$ cat src/inc/supervisor_pkg.sv
/*
  shared types and constants of the supply supervisor with watchdog.
  assumes a 40 MHz system clock and comparator levels already synchronous to it.
*/
package supervisor_pkg;

  // build options: which outputs are populated
  typedef enum logic [1:0] {
    VARIANT_WDOG_RST_N,
    VARIANT_NO_WDOG,
    VARIANT_WDOG_RST
  } variant_t;

  typedef enum logic [1:0] {
    RST_HOLD,
    RST_STRETCH,
    RST_RUN
  } rst_state_t;

  // analogue comparator results, 1 = below threshold
  typedef struct packed {
    logic supply_low;
    logic monitor_low;
  } comparator_t;

  // watchdog kick pin as seen by the input stage
  typedef struct packed {
    logic level;
    logic hiz;
  } kick_t;

  localparam int CLK_PERIOD_NS    = 25;
  localparam int TICK_PERIOD_NS   = 1000000;
  localparam int TICK_CYCLES      = TICK_PERIOD_NS / CLK_PERIOD_NS;
  localparam int TICK_MS          = 1;
  localparam int RESET_STRETCH_MS = 200;
  localparam int STRETCH_TICKS    = RESET_STRETCH_MS / TICK_MS;
  // 1.6 s timeout
  localparam int WDOG_TIMEOUT_MS  = 1600;
  localparam int WDOG_TICKS       = WDOG_TIMEOUT_MS / TICK_MS;
  localparam int DEBOUNCE_NS      = 1000;
  localparam int DEBOUNCE_CYCLES  = (DEBOUNCE_NS + CLK_PERIOD_NS - 1) / CLK_PERIOD_NS;

  localparam int TICK_W  = 16;
  localparam int COUNT_W = 12;
  localparam int DEB_W   = 8;

  localparam logic [TICK_W-1:0]  TICK_RESET  = 16'h0000;
  localparam logic [COUNT_W-1:0] COUNT_RESET = 12'h000;
  localparam logic [DEB_W-1:0]   DEB_RESET   = 8'h00;

endpackage

$ cat src/supply_supervisor_watchdog.sv
/*
  digital core of a supply supervisor: reset stretcher, manual reset
  debounce, watchdog timer and power-fail output.
  assumes comparator outputs and pins arrive synchronous to clk_sys.
*/
// Summary of operation
// - a triggered reset drives the active-low reset output low for 200 ms
// - reset output stays low while the supply is below threshold
// - reset released 200 ms after supply recovery or manual reset release
// - low manual reset input triggers a reset pulse
// - manual reset input is debounced before use
// - active-high reset output is the inverse of active-low reset in the no-watchdog build
// - watchdog expires when kick input holds one level for 1.6 s
// - watchdog cleared on reset, three-stated kick, or any kick edge
// - watchdog disabled while kick input floats or is high impedance
// - timeout output goes low on expiry, stays low until timer cleared
// - timeout output also low while supply is below threshold
// - timeout output rises at once when supply recovers, no stretching
// - power-fail output low while monitor input below 1.25 V threshold
// - build option drops watchdog and adds active-high reset output
// - build option keeps watchdog, active-high reset replaces active-low
`timescale 1ns/1ps
module supply_supervisor_watchdog #(
  parameter supervisor_pkg::variant_t VARIANT         = supervisor_pkg::VARIANT_WDOG_RST_N,
  parameter int                       TICK_CYCLES_P   = supervisor_pkg::TICK_CYCLES,
  parameter int                       STRETCH_TICKS_P = supervisor_pkg::STRETCH_TICKS,
  parameter int                       WDOG_TICKS_P    = supervisor_pkg::WDOG_TICKS,
  parameter int                       DEBOUNCE_P      = supervisor_pkg::DEBOUNCE_CYCLES
) (
  input  wire logic                        clk_sys,
  input  wire logic                        nrst,
  input  wire supervisor_pkg::comparator_t cmp,
  input  wire logic                        manual_reset_in_n,
  input  wire supervisor_pkg::kick_t       watchdog_kick_in,
  output logic                             rst_out_n,
  output logic                             rst_out,
  output logic                             watchdog_timeout_out_n,
  output logic                             power_fail_out_n
);
  import supervisor_pkg::*;

  localparam logic HAS_WDOG  = (VARIANT != VARIANT_NO_WDOG);
  localparam logic HAS_RST_N = (VARIANT != VARIANT_WDOG_RST);
  localparam logic HAS_RST   = (VARIANT != VARIANT_WDOG_RST_N);

  localparam logic [TICK_W-1:0]  TICK_LAST    = TICK_W'(TICK_CYCLES_P - 1);
  localparam logic [COUNT_W-1:0] STRETCH_LAST = COUNT_W'(STRETCH_TICKS_P - 1);
  localparam logic [COUNT_W-1:0] WDOG_LAST    = COUNT_W'(WDOG_TICKS_P - 1);
  localparam logic [DEB_W-1:0]   DEB_LAST     = DEB_W'(DEBOUNCE_P - 1);

  ////////////////////////////////////////////////////////////////////////////
  // time base

  logic [TICK_W-1:0] tick_cnt;
  logic [TICK_W-1:0] next_tick_cnt;
  logic              tick;
  logic              next_tick;

  always_comb begin
    next_tick     = (tick_cnt == TICK_LAST);
    next_tick_cnt = next_tick ? TICK_RESET : tick_cnt + 1'b1;
  end

  always_ff @(posedge clk_sys or negedge nrst) begin
    if (!nrst) begin
      tick_cnt <= TICK_RESET;
      tick     <= 1'b0;
    end else begin
      tick_cnt <= next_tick_cnt;
      tick     <= next_tick;
    end
  end

  ////////////////////////////////////////////////////////////////////////////
  // manual reset debounce

  logic [DEB_W-1:0] deb_cnt;
  logic [DEB_W-1:0] next_deb_cnt;
  logic             mr_deb_n;
  logic             next_mr_deb_n;

  always_comb begin
    next_deb_cnt  = DEB_RESET;
    next_mr_deb_n = mr_deb_n;
    if (manual_reset_in_n != mr_deb_n) begin
      if (deb_cnt == DEB_LAST)
        next_mr_deb_n = manual_reset_in_n;
      else
        next_deb_cnt = deb_cnt + 1'b1;
    end
  end

  always_ff @(posedge clk_sys or negedge nrst) begin
    if (!nrst) begin
      deb_cnt  <= DEB_RESET;
      mr_deb_n <= 1'b1;
    end else begin
      deb_cnt  <= next_deb_cnt;
      mr_deb_n <= next_mr_deb_n;
    end
  end

  ////////////////////////////////////////////////////////////////////////////
  // reset stretcher

  rst_state_t         state;
  rst_state_t         next_state;
  logic [COUNT_W-1:0] stretch_cnt;
  logic [COUNT_W-1:0] next_stretch_cnt;
  logic               reset_active;
  logic               next_reset_active;

  always_comb begin
    next_state       = state;
    next_stretch_cnt = stretch_cnt;
    if (cmp.supply_low || !mr_deb_n) begin
      next_state       = RST_HOLD;
      next_stretch_cnt = COUNT_RESET;
    end else begin
      unique case (state)
        RST_HOLD: begin
          next_state = RST_STRETCH;
        end
        RST_STRETCH: begin
          if (tick) begin
            if (stretch_cnt == STRETCH_LAST)
              next_state = RST_RUN;
            else
              next_stretch_cnt = stretch_cnt + 1'b1;
          end
        end
        RST_RUN: begin
          next_stretch_cnt = COUNT_RESET;
        end
      endcase
    end
    next_reset_active = (next_state != RST_RUN);
  end

  always_ff @(posedge clk_sys or negedge nrst) begin
    if (!nrst) begin
      state        <= RST_HOLD;
      stretch_cnt  <= COUNT_RESET;
      reset_active <= 1'b1;
    end else begin
      state        <= next_state;
      stretch_cnt  <= next_stretch_cnt;
      reset_active <= next_reset_active;
    end
  end

  ////////////////////////////////////////////////////////////////////////////
  // watchdog timer

  logic [COUNT_W-1:0] wd_cnt;
  logic [COUNT_W-1:0] next_wd_cnt;
  logic               wd_timeout;
  logic               next_wd_timeout;
  logic               kick_prev;
  logic               wd_clear;

  always_comb begin
    wd_clear = !HAS_WDOG || reset_active || watchdog_kick_in.hiz ||
               (watchdog_kick_in.level != kick_prev);
    next_wd_cnt     = wd_cnt;
    next_wd_timeout = wd_timeout;
    if (wd_clear) begin
      next_wd_cnt     = COUNT_RESET;
      next_wd_timeout = 1'b0;
    end else if (tick && !wd_timeout) begin
      if (wd_cnt == WDOG_LAST)
        next_wd_timeout = 1'b1;
      else
        next_wd_cnt = wd_cnt + 1'b1;
    end
  end

  always_ff @(posedge clk_sys or negedge nrst) begin
    if (!nrst) begin
      wd_cnt     <= COUNT_RESET;
      wd_timeout <= 1'b0;
      kick_prev  <= 1'b0;
    end else begin
      wd_cnt     <= next_wd_cnt;
      wd_timeout <= next_wd_timeout;
      kick_prev  <= watchdog_kick_in.level;
    end
  end

  ////////////////////////////////////////////////////////////////////////////
  // output pins, registered from next values so they change with the cause

  logic next_rst_out_n;
  logic next_rst_out;
  logic next_wdo_n;
  logic next_pfo_n;

  always_comb begin
    next_rst_out_n = HAS_RST_N ? !next_reset_active : 1'b1;
    next_rst_out   = HAS_RST ? next_reset_active : 1'b0;
    next_wdo_n     = HAS_WDOG ? !(next_wd_timeout || cmp.supply_low) : 1'b1;
    next_pfo_n     = !cmp.monitor_low;
  end

  // reset forms stay complementary even while nrst is low, in the build where both are populated
  always_ff @(posedge clk_sys or negedge nrst) begin
    if (!nrst) begin
      rst_out_n              <= !HAS_RST_N;
      rst_out                <= HAS_RST;
      watchdog_timeout_out_n <= 1'b1;
      power_fail_out_n       <= 1'b1;
    end else begin
      rst_out_n              <= next_rst_out_n;
      rst_out                <= next_rst_out;
      watchdog_timeout_out_n <= next_wdo_n;
      power_fail_out_n       <= next_pfo_n;
    end
  end
endmodule // supply_supervisor_watchdog

$ cat config.mk
export PLATFORM = sky130hd
export DESIGN_NAME = supply_supervisor_watchdog
export DESIGN_NICKNAME = d
export VERILOG_FILES = /design/src/inc/supervisor_pkg.sv /design/src/supply_supervisor_watchdog.sv
export SDC_FILE = /design/constraint.sdc
export NUM_CORES = 1
export LEC_CHECK = 0
export ABC_AREA = 1
export BUFFER_PORTS_ARGS = -buffer_cell sky130_fd_sc_hd__buf_4
export CAP_MARGIN = 25
export CORE_ASPECT_RATIO = 0.6
export CORE_MARGIN = 2
export CORE_UTILIZATION = 56
export DETAILED_ROUTE_END_ITERATION = 6
export PLACE_DENSITY = 0.8
export SLEW_MARGIN = 40
export SYNTH_ARGS = -nofsm -noshare
export SYNTH_HDL_FRONTEND = slang
export SYNTH_SLANG_ARGS = --single-unit
$ cat constraint.sdc
create_clock -name clk_sys -period 1.5 [get_ports clk_sys]
set_input_delay 0.075 -clock clk_sys [delete_from_list [all_inputs] [get_ports clk_sys]]
set_output_delay 0.075 -clock clk_sys [all_outputs]
set_load 0.02 [all_outputs]
==> reports/results.tsv <==
stage	metric	value	unit
run_status	outcome	complete, no violations	
cts	cts.htree.levels	3	
synthesis	synth-warning-count	0	
route	vias	2850	
worst_setup_path	crit_top_cell	nand2_4	
synthesis	synth_seq_area_share	44.6	%
synthesis	synthArstFlopShare	100	%
sta	period_needed	1.47	ns
die	start_util	58.4	%
sta	slew_viol_final	0	
job	maxCapViolations	0	
synthesis	synthDistinctLibCells	35	
cts	cts_tree	built	
layout	layout.nets	478	
power_and_ir_drop	p_per_area	838	nW/um^2
synthesis	synth_edf_count	0	
cts	cts_buffer_depth	2	
cts	cts.clk_slew.worst_paths	0.07	ns
die	die_w	103	um
synthesis	synthTopCellsByCount	nand2_1 (98), nor2_1 (62), inv_1 (56)	
grt	grt_pass1_vias	2662	
die	num_rows	21	
route	wl_per_cell	12.7	um
worst_setup_path	slowest_stage	dfrtp_1	
die	die_area	6480	um^2
route	highest_layer	met4	
synthesis	synthCells	423	
synthesis	synth_area_leaders	dfrtp_1 (41%), nand2_1 (11%), nor2_1 (7.1%)	
worst_setup_path	critPathMaxStageDelay	0.37	ns
worst_setup_path	critical_path_arrival	1.75	ns
placed_design	io_buffers	9	
layout	fin_util	71.1	%
die	ios	11	
placed_design	dpl_cell_area	3570	um^2
synthesis	synth_area	3270	um^2
grt	grt_max_degree	35	
power_and_ir_drop	cellLeakagePower	1.92	nW
layout	diodes	0	
route	viasPerCell	5.16	
sta	fin_crit_sh	97.9	%
synthesis	avgSynthCellArea	7.72	um^2
worst_setup_path	end_kind	flop	
cts	clk_latency	0.35	ns
synthesis	yosysTopAreaCell	dfrtp_1	
synthesis	synth.most_common_cell	nand2_1	
sta	fin_skew	0.00906	ns
worst_setup_path	critical_path.cell_chain	ha_2 > nand2_2 > nor2_4 > nand2_4 > o21ai_4 > nand2_4 > inv_8 > nand2_4 > o21ai_2	
layout	drive_gt1_share	20.3	%
power_and_ir_drop	ir_drop	647	uV
placed_design	gp_congestion	0.891	
route	initialDrtViolationCount	213	
die	core	5600	um^2
route	dr.pass1.iters	5	
cts	cts.sinks	58	
route	met2_length	3130	um
sta	max_freq	0.681	GHz
route	wl	7010	um
sta	setup_viol_count_final	0	
hold_path	hold_class	in2async	
die	fp.dieH	63.2	um
route	final_antenna_net_count	0	
grt	grt-ovfl-total	0	
route	met1_length	3320	um
worst_setup_path	critPathMaxFanout	8	
synthesis	syn_nets	434	
synthesis	ys_seq_elements	58	
cts	cts_made_buffers	9	
sta	finalHoldViolCount	0	
worst_setup_path	critPathKind	reg2reg	
grt	grt_pass1_wl	12100	um
layout	num-fill-cells	437	
worst_setup_path	startpoint_type	flop	
route	drc	0	
synthesis	synth_top_area_share	41.4	%
grt	grt_usage	24.2	%
cts	cts-root-buf	clkbuf_8	
layout	synthToLayoutAreaGrowth	21.8	%
synthesis	synth-main-ff-cell	dfrtp_1	
layout	finalInstanceArea	3980	um^2
sta	rsz0062_at_grt	yes	
grt	antenna_found_initial	0	
placed_design	place.detailed.hpwl	4920	um
route	wl_met3	464	um
worst_setup_path	required	1.78	ns
[where the power goes]
group	internal (mW)	switching, mW
logic	0.0732	0.116
clock network	0.899	0.637
registers	1.59	0.0196
[cell families after synthesis]
| logic type | count (synthesis) | synth area share [%] |
|---|---|---|
| AO/OA/AOI/OAI | 27 | 5.21 |
| flip-flops | 58 | 44.6 |
| adder cells (fa/ha/maj) | 4 | 1.53 |
| AND/OR/NAND/NOR | 252 | 36.0 |
| XOR/XNOR | 17 | 4.56 |
| other | 1 | 0.115 |
| buffers and inverters | 64 | 8.00 |
[through the flow]
step / setup slack, ns / hold slack (ns) / total power, mW / instances / setup TNS, ns
3_5_place_dp: -0.0481 / 0.00431 / 1.80 / 527 / -0.0693
5_1_grt: -0.0776 / 0.208 / 3.46 / 552 / -0.406
6_report: 0.0309 / 0.174 / 3.33 / 552 / 0
3_3_place_gp: 0.0518 / 0.00473 / 1.80 / 527 / 0
2_1_floorplan: 0.0299 / -0.221 / 1.72 / 423 / 0
4_1_cts: 0.0403 / 0.169 / 3.36 / 548 / 0
[layer usage]
metal,global-route usage [%],vias up
li1,-,1443
met3,7.10,11
met4,9.50,0
met2,33.2,84
met1,35.8,1312
met5,0,-
[layout make-up]
class / count / area (um^2) / area share [%]
timing repair buffer: 37 / 319 / 8.02
tap: 80 / 100 / 2.52
clock inverter: 4 / 48.8 / 1.23
sequential: 58 / 1460 / 36.7
clock buffer: 12 / 165 / 4.15
inverter: 60 / 233 / 5.85
multi-input combinational: 301 / 1650 / 41.6
[state kept, by name, summed over array words and instances (netlist names)]
register and count:
mr_deb_n 1, watchdog_timeout_out_n 1, rst_out_n 1, wd_timeout 1, wd_cnt 12, state 2
power_fail_out_n 1, deb_cnt 8, stretch_cnt 12, tick_cnt 16, tick 1, kick_prev 1
reset_active 1
[path summary, 6_finish.rpt]
path / start / slack, ns / cells after the start / to
max: wd_cnt[1] / 0.03 / 9 / wd_cnt[4]
min: nrst / 0.17 / 2 / stretch_cnt[1]
max reg2reg: wd_cnt[1] / 0.03 / 9 / wd_cnt[4]
min reg2reg: deb_cnt[0] / 0.47 / 1 / deb_cnt[0]
max in group asynchronous: nrst / 0.78 / 3 / reset_active
min in group clk_sys: watchdog_kick_in[0] / 0.24 / 7 / wd_cnt[10]
[worst max-delay path: cells and delay by family (launching register included)]
kind | cells | cell delay (ns)
AOI/OAI and AO/OA | 2 | 0.24
buffers and inverters | 1 | 0.12
adders and majority gates | 1 | 0.19
and+or+nand+nor | 5 | 0.46
DFF | 1 | 0.37
[cell usage in the layout, fill, tap and decap left out, drive strengths merged, types with 3 or more instances in the layout]
master,n
nand2,104
nor2,67
inv,60
dfrtp,54
nand3,46
buf,32
o21ai,20
nand4,16
xor2,14
nor3,13
clkbuf,12
dlygate4sd3,5
a21oi,4
dfstp,4
ha,4
xnor2,3
nor3b,3
clkinv,3
[repair_timing]
action | 4_1_cts | 5_1_grt
endpoints found under the setup margin | 6 | 33
buffers inserted | 0 | 4
endpoints found under the hold margin | 61 | 0
hold buffers | 5 | 0
resized for setup | 1 | 28
gates cloned | 0 | 0
pin swaps | 0 | 7
(Power assumes the default switching activity.)
